File: config.mk
export PLATFORM = sky130hd
export DESIGN_NAME = aocp_ctrl
export DESIGN_NICKNAME = d
export VERILOG_FILES = /design/src/aocp_pkg.sv /design/src/aocp_ctrl.sv /design/src/aocp_timer.sv
export SDC_FILE = /design/constraint.sdc
export NUM_CORES = 1
export LEC_CHECK = 0
export BUFFER_PORTS_ARGS = -buffer_cell sky130_fd_sc_hd__clkbuf_2
export CAP_MARGIN = 20
export CELL_PAD_IN_SITES_DETAIL_PLACEMENT = 1
export CELL_PAD_IN_SITES_GLOBAL_PLACEMENT = 2
export CORE_MARGIN = 1.5
export CORE_UTILIZATION = 30
export CTS_CLUSTER_DIAMETER = 80
export DETAILED_ROUTE_END_ITERATION = 10
export GPL_TIMING_DRIVEN = 0
export PLACE_DENSITY = 0.63
export SKIP_CTS_REPAIR_TIMING = 1
export SYNTH_ARGS = -nofsm -noshare
export SYNTH_HDL_FRONTEND = slang
export SYNTH_SLANG_ARGS = --single-unit
File: constraint.sdc
create_clock -name clk_i -period 9.1 [get_ports clk_i]
set_input_delay 2.73 -clock clk_i [delete_from_list [all_inputs] [get_ports clk_i]]
set_output_delay 2.73 -clock clk_i [all_outputs]
set_load 0.05 [all_outputs]
File: src/aocp_pkg.sv
// What this block does
// - The slow overload comparator threshold is one of four levels, 5, 10, 20 or 25 mA magnitude.
// - An overload shorter than the deglitch time of 10, 20, 50 or 100 us is ignored.
// - The reaction time after the deglitched overload is 25, 50, 100 or 200 us and resets to 25 us.
// - A config bit picks the response to a lasting overload, high impedance by default or the current limiter.
// - With the limiter picked and overload still present after the reaction time, the stage goes to current mode below 25 mA.
// - The limiter current comes from a user written shadow value that resets to 25 mA.
// - Overload still present after the settling time in limiter mode forces high impedance, alarm and status update.
// - Overload gone after the settling time keeps the limiter current for an infinite or 1, 2, 5 or 10 ms period.
// - When a finite limiter period ends the output stage returns to voltage mode.
// - Outside current input mode the fast short circuit detector forces the output to high impedance at once.
// - In current input mode the input current switch opens once overcurrent lasts a chosen 50 us to 10 ms.
package aocp_pkg;
  localparam int CLK_PERIOD_NS = 10;
  localparam int NS_PER_US = 1000;
  // cycles per microsecond tick, rounded up so no interval runs short
  localparam int US_CYCLES_DEF = (NS_PER_US + CLK_PERIOD_NS - 1) / CLK_PERIOD_NS;
  localparam int TW = 14;
  localparam int LW = 9;
  localparam int SYNC_N = 3;
  typedef logic [TW-1:0] aocp_us_t;
  // limiter current in 0.1 mA units
  localparam logic [LW-1:0] LIM_DEFAULT = 9'h0FA;
  localparam logic [LW-1:0] LIM_MAX = 9'h0F9;
  localparam logic [1:0] THR_SEL_DEF = 2'h3;
  localparam logic [1:0] DGL_SEL_DEF = 2'h0;
  localparam logic [1:0] RCT_SEL_DEF = 2'h0;
  localparam logic [2:0] PER_INFINITE = 3'h0;
  localparam logic [2:0] CIN_SEL_DEF = 3'h7;

  typedef enum logic [2:0] {
    ST_IDLE = 3'b000,
    ST_DEGL = 3'b001,
    ST_REACT = 3'b010,
    ST_SETTLE = 3'b011,
    ST_LIMIT = 3'b100,
    ST_HIZ = 3'b101
  } aocp_state_e;

  typedef struct packed {
    logic [1:0] thr_sel;
    logic [1:0] dgl_sel;
    logic [1:0] rct_sel;
    logic lim_en;
    logic [2:0] per_sel;
    logic [2:0] cin_sel;
    logic [LW-1:0] lim_cur;
  } aocp_cfg_s;

  localparam aocp_cfg_s CFG_DEFAULT = '{thr_sel: THR_SEL_DEF, dgl_sel: DGL_SEL_DEF, rct_sel: RCT_SEL_DEF,
    lim_en: 1'b0, per_sel: PER_INFINITE, cin_sel: CIN_SEL_DEF, lim_cur: LIM_DEFAULT};

  typedef struct packed {
    logic [2:0] state;
    logic short_seen;
    logic ovl_fault;
    logic cin_open;
    logic cur_mode;
  } aocp_status_s;

  function automatic aocp_us_t dgl_us(input logic [1:0] s);
    unique case (s)
      2'h0: dgl_us = 14'h000A;
      2'h1: dgl_us = 14'h0014;
      2'h2: dgl_us = 14'h0032;
      default: dgl_us = 14'h0064;
    endcase
  endfunction

  function automatic aocp_us_t rct_us(input logic [1:0] s);
    unique case (s)
      2'h0: rct_us = 14'h0019;
      2'h1: rct_us = 14'h0032;
      2'h2: rct_us = 14'h0064;
      default: rct_us = 14'h00C8;
    endcase
  endfunction

  // code 0 is infinite and never timed
  function automatic aocp_us_t per_us(input logic [2:0] s);
    unique case (s)
      3'h1: per_us = 14'h03E8;
      3'h2: per_us = 14'h07D0;
      3'h3: per_us = 14'h1388;
      default: per_us = 14'h2710;
    endcase
  endfunction

  function automatic aocp_us_t cin_us(input logic [2:0] s);
    unique case (s)
      3'h0: cin_us = 14'h0032;
      3'h1: cin_us = 14'h0064;
      3'h2: cin_us = 14'h00C8;
      3'h3: cin_us = 14'h01F4;
      3'h4: cin_us = 14'h03E8;
      3'h5: cin_us = 14'h07D0;
      3'h6: cin_us = 14'h1388;
      default: cin_us = 14'h2710;
    endcase
  endfunction
endpackage

File: src/aocp_ctrl.sv
`timescale 1ns/1ps
`default_nettype none
module aocp_ctrl
  import aocp_pkg::*;
#(
  // shorten to a few cycles in simulation
  parameter int US_CYCLES = US_CYCLES_DEF
) (
  // clock and reset
  input wire logic clk_i,
  input wire logic rst_i,
  // configuration
  input wire logic cfg_wr_i,
  input wire aocp_cfg_s cfg_i,
  input wire logic cin_mode_i,
  input wire logic alarm_clr_i,
  // analog comparators, asynchronous
  input wire logic ovl_cmp_i,
  input wire logic short_cmp_i,
  input wire logic cin_oc_cmp_i,
  // output stage control
  output logic [1:0] ovl_thr_sel_o,
  output logic hiz_o,
  output logic cur_mode_o,
  output logic [LW-1:0] limit_cur_o,
  output logic input_current_switch_open_o,
  // alarm and status
  output logic alarm_o,
  output aocp_status_s status_o
);
  localparam int NIN = 3;

  aocp_cfg_s cfg_ff, nxt_cfg;
  logic [NIN-1:0] raw;
  logic [NIN-1:0] filt_ff, nxt_filt;
  logic [SYNC_N-1:0] sync_ff [NIN];
  logic ovl_f, short_f, coc_f;
  aocp_state_e state_ff, nxt_state;
  logic alarm_ff, nxt_alarm;
  logic hiz_ff, nxt_hiz;
  logic cur_ff, nxt_cur;
  logic open_ff, nxt_open;
  logic short_seen_ff, nxt_short_seen;
  logic ovl_fault_ff, nxt_ovl_fault;
  logic [LW-1:0] lim_ff, nxt_lim;
  logic tmr_clear, tmr_done, cin_clear, cin_done;
  aocp_us_t tmr_target;

  assign raw = {cin_oc_cmp_i, short_cmp_i, ovl_cmp_i};

  // three stages; a change is taken once stages two and three agree
  for (genvar i = 0; i < NIN; i++) begin : g_sync
    always_ff @(posedge clk_i or posedge rst_i) begin
      if (rst_i) begin
        sync_ff[i] <= '0;
      end else begin
        sync_ff[i] <= {sync_ff[i][SYNC_N-2:0], raw[i]};
      end
    end
  end

  // one process drives the whole filtered vector
  always_comb begin
    nxt_filt = filt_ff;
    for (int j = 0; j < NIN; j++) begin
      if (sync_ff[j][1] == sync_ff[j][2]) begin
        nxt_filt[j] = sync_ff[j][2];
      end
    end
  end

  assign ovl_f = filt_ff[0];
  assign short_f = filt_ff[1];
  assign coc_f = filt_ff[2];

  // settings are shadowed so reset brings every one back to its default
  always_comb begin
    nxt_cfg = cfg_ff;
    if (cfg_wr_i) begin
      nxt_cfg = cfg_i;
    end
  end

  always_comb begin
    tmr_target = rct_us(cfg_ff.rct_sel);
    unique case (state_ff)
      ST_DEGL: tmr_target = dgl_us(cfg_ff.dgl_sel);
      ST_LIMIT: tmr_target = per_us(cfg_ff.per_sel);
      default: tmr_target = rct_us(cfg_ff.rct_sel);
    endcase
  end

  always_comb begin
    nxt_state = state_ff;
    nxt_alarm = alarm_ff;
    nxt_short_seen = short_seen_ff;
    nxt_ovl_fault = ovl_fault_ff;
    nxt_open = open_ff;
    if (alarm_clr_i) begin
      nxt_alarm = 1'b0;
      nxt_short_seen = 1'b0;
      nxt_ovl_fault = 1'b0;
      nxt_open = 1'b0;
    end
    unique case (state_ff)
      ST_IDLE: begin
        if (!cin_mode_i && ovl_f) begin
          nxt_state = ST_DEGL;
        end
      end
      ST_DEGL: begin
        if (!ovl_f || cin_mode_i) begin
          nxt_state = ST_IDLE;
        end else if (tmr_done) begin
          nxt_state = ST_REACT;
        end
      end
      ST_REACT: begin
        if (!ovl_f || cin_mode_i) begin
          nxt_state = ST_IDLE;
        end else if (tmr_done) begin
          if (cfg_ff.lim_en) begin
            nxt_state = ST_SETTLE;
          end else begin
            nxt_state = ST_HIZ;
            nxt_alarm = 1'b1;
            nxt_ovl_fault = 1'b1;
          end
        end
      end
      ST_SETTLE: begin
        if (tmr_done) begin
          if (ovl_f) begin
            nxt_state = ST_HIZ;
            nxt_alarm = 1'b1;
            nxt_ovl_fault = 1'b1;
          end else begin
            nxt_state = ST_LIMIT;
          end
        end
      end
      ST_LIMIT: begin
        if (cfg_ff.per_sel != PER_INFINITE && tmr_done) begin
          nxt_state = ST_IDLE;
        end
      end
      ST_HIZ: begin
        // high impedance is held until software clears the alarm
        if (alarm_clr_i && !short_f) begin
          nxt_state = ST_IDLE;
        end
      end
      default: nxt_state = ST_IDLE;
    endcase
    // short circuit wins over every other step
    if (!cin_mode_i && short_f) begin
      nxt_state = ST_HIZ;
      nxt_alarm = 1'b1;
      nxt_short_seen = 1'b1;
    end
    // open the switch on lasting overcurrent
    if (cin_done) begin
      nxt_open = 1'b1;
      nxt_alarm = 1'b1;
    end
  end

  assign tmr_clear = (nxt_state != state_ff);
  // the switch timer is held clear while overcurrent is absent
  assign cin_clear = !(cin_mode_i && coc_f) || open_ff;

  always_comb begin
    nxt_hiz = (nxt_state == ST_HIZ);
    // current mode from settling through the limiter period
    nxt_cur = (nxt_state == ST_SETTLE) || (nxt_state == ST_LIMIT);
    // shadow value, clamped below the ceiling
    nxt_lim = (cfg_ff.lim_cur > LIM_MAX) ? LIM_MAX : cfg_ff.lim_cur;
  end

  always_ff @(posedge clk_i or posedge rst_i) begin
    if (rst_i) begin
      cfg_ff <= CFG_DEFAULT;
      filt_ff <= '0;
      state_ff <= ST_IDLE;
      alarm_ff <= 1'b0;
      hiz_ff <= 1'b0;
      cur_ff <= 1'b0;
      open_ff <= 1'b0;
      short_seen_ff <= 1'b0;
      ovl_fault_ff <= 1'b0;
      lim_ff <= LIM_MAX;
    end else begin
      cfg_ff <= nxt_cfg;
      filt_ff <= nxt_filt;
      state_ff <= nxt_state;
      alarm_ff <= nxt_alarm;
      hiz_ff <= nxt_hiz;
      cur_ff <= nxt_cur;
      open_ff <= nxt_open;
      short_seen_ff <= nxt_short_seen;
      ovl_fault_ff <= nxt_ovl_fault;
      lim_ff <= nxt_lim;
    end
  end

  aocp_timer #(.US_CYCLES(US_CYCLES)) u_main_tmr (
    .clk_i(clk_i),
    .rst_i(rst_i),
    .clear_i(tmr_clear),
    .target_i(tmr_target),
    .done_o(tmr_done)
  );

  aocp_timer #(.US_CYCLES(US_CYCLES)) u_cin_tmr (
    .clk_i(clk_i),
    .rst_i(rst_i),
    .clear_i(cin_clear),
    .target_i(cin_us(cfg_ff.cin_sel)),
    .done_o(cin_done)
  );

  // threshold code to the slow comparator
  assign ovl_thr_sel_o = cfg_ff.thr_sel;
  assign hiz_o = hiz_ff;
  assign cur_mode_o = cur_ff;
  assign limit_cur_o = lim_ff;
  assign input_current_switch_open_o = open_ff;
  assign alarm_o = alarm_ff;
  assign status_o = '{state: state_ff, short_seen: short_seen_ff, ovl_fault: ovl_fault_ff,
    cin_open: open_ff, cur_mode: cur_ff};
endmodule
`default_nettype wire

File: src/aocp_timer.sv
`timescale 1ns/1ps
`default_nettype none
module aocp_timer
  import aocp_pkg::*;
#(
  parameter int US_CYCLES = US_CYCLES_DEF
) (
  // clock and reset
  input wire logic clk_i,
  input wire logic rst_i,
  // control
  input wire logic clear_i,
  input wire aocp_us_t target_i,
  // result
  output logic done_o
);
  logic [15:0] pre_ff, nxt_pre;
  aocp_us_t cnt_ff, nxt_cnt;

  always_comb begin
    nxt_pre = pre_ff;
    nxt_cnt = cnt_ff;
    if (clear_i) begin
      nxt_pre = '0;
      nxt_cnt = '0;
    end else if (!done_o) begin
      if (pre_ff == 16'(US_CYCLES - 1)) begin
        nxt_pre = '0;
        nxt_cnt = cnt_ff + 1'b1;
      end else begin
        nxt_pre = pre_ff + 1'b1;
      end
    end
  end

  always_ff @(posedge clk_i or posedge rst_i) begin
    if (rst_i) begin
      pre_ff <= '0;
      cnt_ff <= '0;
    end else begin
      pre_ff <= nxt_pre;
      cnt_ff <= nxt_cnt;
    end
  end

  // done must not look at clear_i: the caller derives clear_i from done_o, so that would close a loop;
  // a state change clears the count at the same edge, so a new interval never starts with a stale done
  assign done_o = (cnt_ff >= target_i);
endmodule
`default_nettype wire

Word-level counts from Yosys, hierarchy flattened. Cells that the tools add are included.

Add/sub/neg operators: 4. Order comparisons: 3. Equal/unequal tests: 29. Muxes and demuxes: 49. Reduce and logical (&&, ||, !) cells: 23.

Operators with widths (count): $pmux W14 S7 (1); $mux W16 (6); $mux W14 (6); $pmux W14 S3 (1); $add A16 B1 Y16 const B (2); $eq A16 B7 Y1 const B (2); $mux W3 (10); $add A14 B1 Y14 const B (2); $ge A14 B14 Y1 (2); $pmux W14 S2 (1); $pmux W8 S3 (1); $eq A3 B2 Y1 const B (7); $eq A3 B3 Y1 const B (7); $pmux W7 S3 (1); $mux W1 (18); $pmux W3 S6 (1); $eq A3 B1 Y1 const B (3); $gt A9 B8 Y1 const B (1); $mux W9 (1); $reduce_bool A2 Y1 (4); $logic_not A3 Y1 (2); $logic_and A1 B1 Y1 (5); $eq A2 B1 Y1 const B (2); $eq A2 B2 Y1 const B (2); other kinds (9) (20).

Register bits: 112. Input port bits: 30. Output and inout port bits: 22. Word-level logic and storage cells: 133.

Longest topological paths before layout.
Depth after elaboration: 11. Mapped depth: 16. Mapped depth without buffers: 13.

Hierarchy. Synthesis repeated with hierarchy kept, for this count alone.

Cells, all modules: 705. Area total of the unflattened synthesis: 6723.9 sq um.

By module, submodules not included: aocp_timer (instances 2, cells each 244, area each 2120.8 sq um, seq. area each 750.7 sq um); aocp_ctrl (instances 1, cells each 217, area each 2482.4 sq um, seq. area each 1322.5 sq um).

Worst setup path before layout. OpenSTA, ideal clock, no wires.

Kind: input-to-reg. Start: input alarm_clr_i. End: register u_main_tmr.cnt_ff[1]. Library setup time: 0.069 ns. Data arrival time: 4.474 ns. Data required time: 9.031 ns. Setup slack: 4.558 ns. Stages on the path: 9. Path buffers: 2. Cell sequence: and4bb_1 > o2bb2ai_2 > a311o_1 > a311oi_2 > and2_1 > buf_6 > nand3_4 > buf_8 > nor2_4.

Longest elaborated chain between the ends: 7. Elaborated cells on any way between the ends: 9. Those cells by class: 2 x eq/ne; 4 x mux; 3 x reduce/logical.

RTL lines: start: declaration (RTL line aocp_ctrl.sv:16) `input wire logic alarm_clr_i,`; $logic_and A1 B1 Y1 (*) (RTL line aocp_ctrl.sv:149) `if (alarm_clr_i && !short_f) begin`; $mux W3 (*) (RTL line aocp_ctrl.sv:149); $pmux W3 S6 (*) (RTL line aocp_ctrl.sv:105) `unique case (state_ff)`; $mux W3 (*) (RTL line aocp_ctrl.sv:156) `if (!cin_mode_i && short_f) begin`; $ne A3 B3 Y1 (*) (RTL line aocp_ctrl.sv:168) `assign tmr_clear = (nxt_state != state_ff);`; $ne A2 B2 Y1 (no source line) or $reduce_bool A2 Y1 (tied branches); $reduce_and A2 Y1 (no source line); end signal: assignment (RTL line aocp_timer.sv:42) `cnt_ff <= nxt_cnt;`; end: declaration (RTL line aocp_timer.sv:18) `aocp_us_t cnt_ff, nxt_cnt;`.

Every way passes the cells marked *; elsewhere a longest branch is shown, timed or not. A chain may end at the register's enable or synchronous reset.

Worst setup path in the final report.
Start: input alarm_clr_i. End: register u_main_tmr.pre_ff[15].

Longest elaborated chain between the ends: 6. Elaborated cells on any way between the ends: 7. Those cells by class: 2 x eq/ne; 4 x mux; 1 x reduce/logical.

RTL lines: $logic_and A1 B1 Y1 (*) (RTL line aocp_ctrl.sv:149); $mux W3 (*) (RTL line aocp_ctrl.sv:149); $pmux W3 S6 (*) (RTL line aocp_ctrl.sv:105); $mux W3 (*) (RTL line aocp_ctrl.sv:156); $ne A3 B3 Y1 (*) (RTL line aocp_ctrl.sv:168); $ne A2 B2 Y1 (no source line) or $mux W16 (tied branches); end signal: assignment (RTL line aocp_timer.sv:41) `pre_ff <= nxt_pre;`; end: declaration (RTL line aocp_timer.sv:17) `logic [15:0] pre_ff, nxt_pre;`.

Marked as above.

==> impl_summary.md <==
Route
In the final routed layout, each cell accounts on average for around 18 um. The DRC violation count after routing is 0. The violation count after the first detailed-routing iteration is approximately 260.

The detail route stage leaves a number of antenna-violating nets equal to 0. The via density per instance is approximately 5.3. Wires add up to roughly 18 mm.

Across all layers, the routed design uses 5398 vias. For this run, the detailed router's first-pass iteration total came to 4.

Global route
The via count of the first global-routing pass is 5856. The global-route wire length before repair is about 30 mm. The maximum number of pins on one net before global-route repair is 90. After global routing the overflow that remains totals 0.

The number of antenna violations at the first check in global routing is 1. Global routing used 17.1% of the available tracks.

Cells and area
The area of the multi-input gates is approximately 0.0034 mm2. Fill cells in the final layout number around 2500. The proportion of layout cells with a drive suffix above 1 is a little under a fifth. The post-layout utilization of the core is between 30% and 40%. Relative to the synthesized area, the layout overhead comes to 14.6%.

The final net count is approximately 810. The combined flip-flop and latch cell area is between 0.002 and 0.003 mm2.

STA
The count of final max-slew check failures was 0. The slew of the pin with the lowest slew margin is 0.869 ns. The clock tree skew after final layout is between 0.01 and 0.015 ns.

The maximum clock frequency is approximately 210 MHz. The final number of setup-violating endpoints is 0. The time the final worst path needs with I/O delays and setup is between 4 and 5 ns.

In the finished design, the share of the clock period the worst path needs comes to between 50 and 60%. Setup repair after global routing left no endpoint under its margin. For the final routed database, the setup TNS stands at 0 ns. The final-report hold violation count is 0. The final worst setup slack is roughly 4.3 ns. The relative slew slack is 41.5%.

Pwr
The analysis attributes to cell leakage a power of approximately 0.0032 uW. The share of total power in combinational logic is 28.3%. For this design the total switching power over the nets is between 500 and 600 uW. The relative contribution of sequential cells to total power is approximately 40%. VDD sags by at most between 100 and 150 uV.

The proportion of total power due to net switching is 38.0%. Power spread over the standard cell area amounts to 188 mW/mm2. The relative contribution of the clock network to total power is a little under a third. Internal power comes to between 800 and 900 uW.

Synthesis
The number of storage elements in the synthesis netlist is around 110. The number of nets in the synthesized netlist is roughly 750. The number of unique standard cell types used by synthesis is 70. Counting flops with an async set or reset pin after synthesis yields a share of between 90% and 100%. The number of instances in the synthesized netlist is 684.

The cell area after synthesis is 0.00657 mm2. In this run the mean area of a mapped cell was between 9 and 10 um2. The most common flop cell mapped by yosys is sky130_fd_sc_hd__dfrtp_1. The synthesized design contains 0 enable-type register cells. The Yosys step of the flow raised 0 warnings. The sequential element share of the synthesized area is between 40% and 50%.

Worst setup path
The type of element launching the critical path is an input port. The category of the worst setup path capture point is a flop. In this run the critical register-to-register path is launched from state_ff[2]. Of all nets on the critical path, the largest fanout is 10. Tracing the worst setup path back leads to its startpoint at alarm_clr_i. The critical path data arrival time is about 5 ns. STA puts the critical path data required time at 9.40 ns. The critical path in this run is classified as in2reg.

Floorplan
The die boundary height is about 150 um. In this run the standard cell core region covers between 0.02 and 0.025 mm2. The I/O pin count is between 50 and 60.

The die footprint is 0.0228 mm2. The number of cell rows is 53. The die width is between 150 and 200 um.

For this configuration, the core starts out at a cell density of between 30% and 40%.

Clock tree
The root buffer cell chosen for the clock tree is sky130_fd_sc_hd__clkbuf_16. The number of buffers added by the clock tree synthesis step is 9. TritonCTS built the clock tree. The clock passes through at most 2 buffers.

Clock-pin slew was measured on the worst setup and hold paths at 0.10 ns. The H-tree depth is 3. Counting every sink on the clock net gives 112. Clock latency on the worst-skew pair, taken at its later pin, is between 0.3 and 0.4 ns.

Worst hold path
The path type of the worst min-delay path is reg2reg. In this run the most critical hold path is launched from sync_ff[6].

Placed design
The weighted congestion at the end of routability-driven global placement is slightly below 0.8. The HPWL after detailed placement is roughly 13 mm. Before CTS, the worst setup slack after placement is between 3 and 4 ns. The port buffer count is 50.

Run status
The flow ran to the end, and the final reports show no timing, DRC or antenna violations.

Flow run
Max-cap violations in this run came to 0.
-- registers in the layout, indices dropped and copies added (netlist names) --
| register | count |
|---|---|
| cfg_ff | 20 |
| u_cin_tmr.pre_ff | 16 |
| u_main_tmr.pre_ff | 16 |
| u_cin_tmr.cnt_ff | 14 |
| u_main_tmr.cnt_ff | 14 |
| limit_cur_o | 9 |
| sync_ff | 9 |
| filt_ff | 3 |
| state_ff | 3 |
| ovl_thr_sel_o | 2 |
| alarm_o | 1 |
| cur_mode_o | 1 |
| hiz_o | 1 |
| input_current_switch_open_o | 1 |
| ovl_fault_ff | 1 |
| short_seen_ff | 1 |
-- final timing paths --
path	endpoint	cells after the start	slack [ns]
max reg2reg	u_main_tmr.cnt_ff[13]	14	4.78
max	u_main_tmr.pre_ff[15]	8	4.31
max in group asynchronous	ovl_thr_sel_o[1]	3	6.04
min	sync_ff[7]	0	0.37
min reg2reg	sync_ff[7]	0	0.37
min in group asynchronous	u_cin_tmr.pre_ff[10]	2	2.30
-- critical path: stages --
cell,delay [ns]
sky130_fd_sc_hd__clkbuf_2,0.14
sky130_fd_sc_hd__and4bb_1,0.29
sky130_fd_sc_hd__o2bb2ai_2,0.13
sky130_fd_sc_hd__a311o_1,0.42
sky130_fd_sc_hd__a311oi_2,0.40
sky130_fd_sc_hd__nand4_1,0.47
sky130_fd_sc_hd__nand4_1,0.31
sky130_fd_sc_hd__mux2i_1,0.19
-- synth_stat cells, types with 12 or more instances --
cell type                  count  share of area [%]
sky130_fd_sc_hd__inv_1        33                1.9
sky130_fd_sc_hd__nand3_1      40                3.0
sky130_fd_sc_hd__dfrtp_1      95                 36
sky130_fd_sc_hd__nor2_1       30                1.7
sky130_fd_sc_hd__ha_1         38                7.2
sky130_fd_sc_hd__a21oi_1      53                4.0
sky130_fd_sc_hd__nand4_1      21                2.0
sky130_fd_sc_hd__mux2_2       16                2.7
sky130_fd_sc_hd__clkbuf_1     20                1.1
sky130_fd_sc_hd__o21ai_0      44                3.4
sky130_fd_sc_hd__or3_1        21                2.0
sky130_fd_sc_hd__and3_1       22                2.1
sky130_fd_sc_hd__or4_1        17                1.9
sky130_fd_sc_hd__o31ai_1      15                1.7
sky130_fd_sc_hd__nand2_1      42                2.4
sky130_fd_sc_hd__dfstp_2      17                6.8
sky130_fd_sc_hd__nor3_1       12               0.91
-- routing by layer --
| metal | wire length (um) | GRT usage (%) | part of all wire, % | vias up |
|---|---|---|---|---|
| met3 | 386 | 3.43 | 2.1 | 18 |
| met2 | 8990 | 29.5 | 50 | 47 |
| met5 | 0 | 0 | 0 | - |
| li1 | - | - | - | 2634 |
| met4 | 242 | 4.22 | 1.3 | 0 |
| met1 | 8490 | 21.8 | 47 | 2699 |
-- per-stage QoR --
step                      power (uW)  cells  hold slack [ns]  area, um2
after CTS                       1440   1026            0.369       7530
after global routing            1490   1026            0.379       7530
final                           1410   1027            0.368       7530
after global placement           969   1009            0.335       7170
after detailed placement         982   1010            0.346       7200
after floorplan                  870    684            0.331       6570
-- logic make-up (layout without fill, tap and decap cells) --
family / Yosys count / in the layout / synth area share, %
and+or+nand+nor: 265 / 265 / 23.6
AOI/OAI and AO/OA: 166 / 166 / 16.0
DFF: 112 / 112 / 43.0
buffers and inverters: 67 / 134 / 4.80
adders and majority gates: 42 / 42 / 7.84
muxes: 20 / 20 / 3.35
xor gates and xnor gates: 11 / 11 / 1.47
other: 1 / 2 / 0.0571
-- placed cells by master (no fill, tap or decap), drive strengths merged, types with 4 or more instances in the layout --
cell     n
a31oi    4
a31o     4
nand2b   7
inv     38
a21oi   54
buf     14
nor2    40
or2      6
and2    10
o21ai   44
or4     17
nand3   41
a211oi   4
clkbuf  79
mux2    16
dfrtp   95
o21a     5
nor4     7
and3    25
xor2     8
or3     21
nand2   42
ha      38
nor3    12
dfstp   17
maj3     4
mux2i    4
a21o    11
o31ai   15
nor2b    5
nand4   22
-- layout make-up --
| type | count | share of cell area (%) |
|---|---|---|
| multi-input combinational | 505 | 45.6 |
| sequential | 112 | 37.5 |
| tap | 275 | 4.57 |
| timing repair buffer | 51 | 3.69 |
| clock buffer | 9 | 2.99 |
| buffer | 34 | 2.54 |
| inverter | 33 | 1.71 |
| clock inverter | 7 | 1.38 |
| antenna | 1 | 0.0332 |
-- power groups by stage --
stage / combinational (uW) / clock (uW) / sequential [uW]
floorplan: 264 / 0 / 606
global placement: 396 / 0 / 574
detailed placement: 407 / 0 / 575
CTS: 409 / 464 / 566
global route: 440 / 485 / 570
finish: 400 / 447 / 565
(Power assumes the default switching activity.)
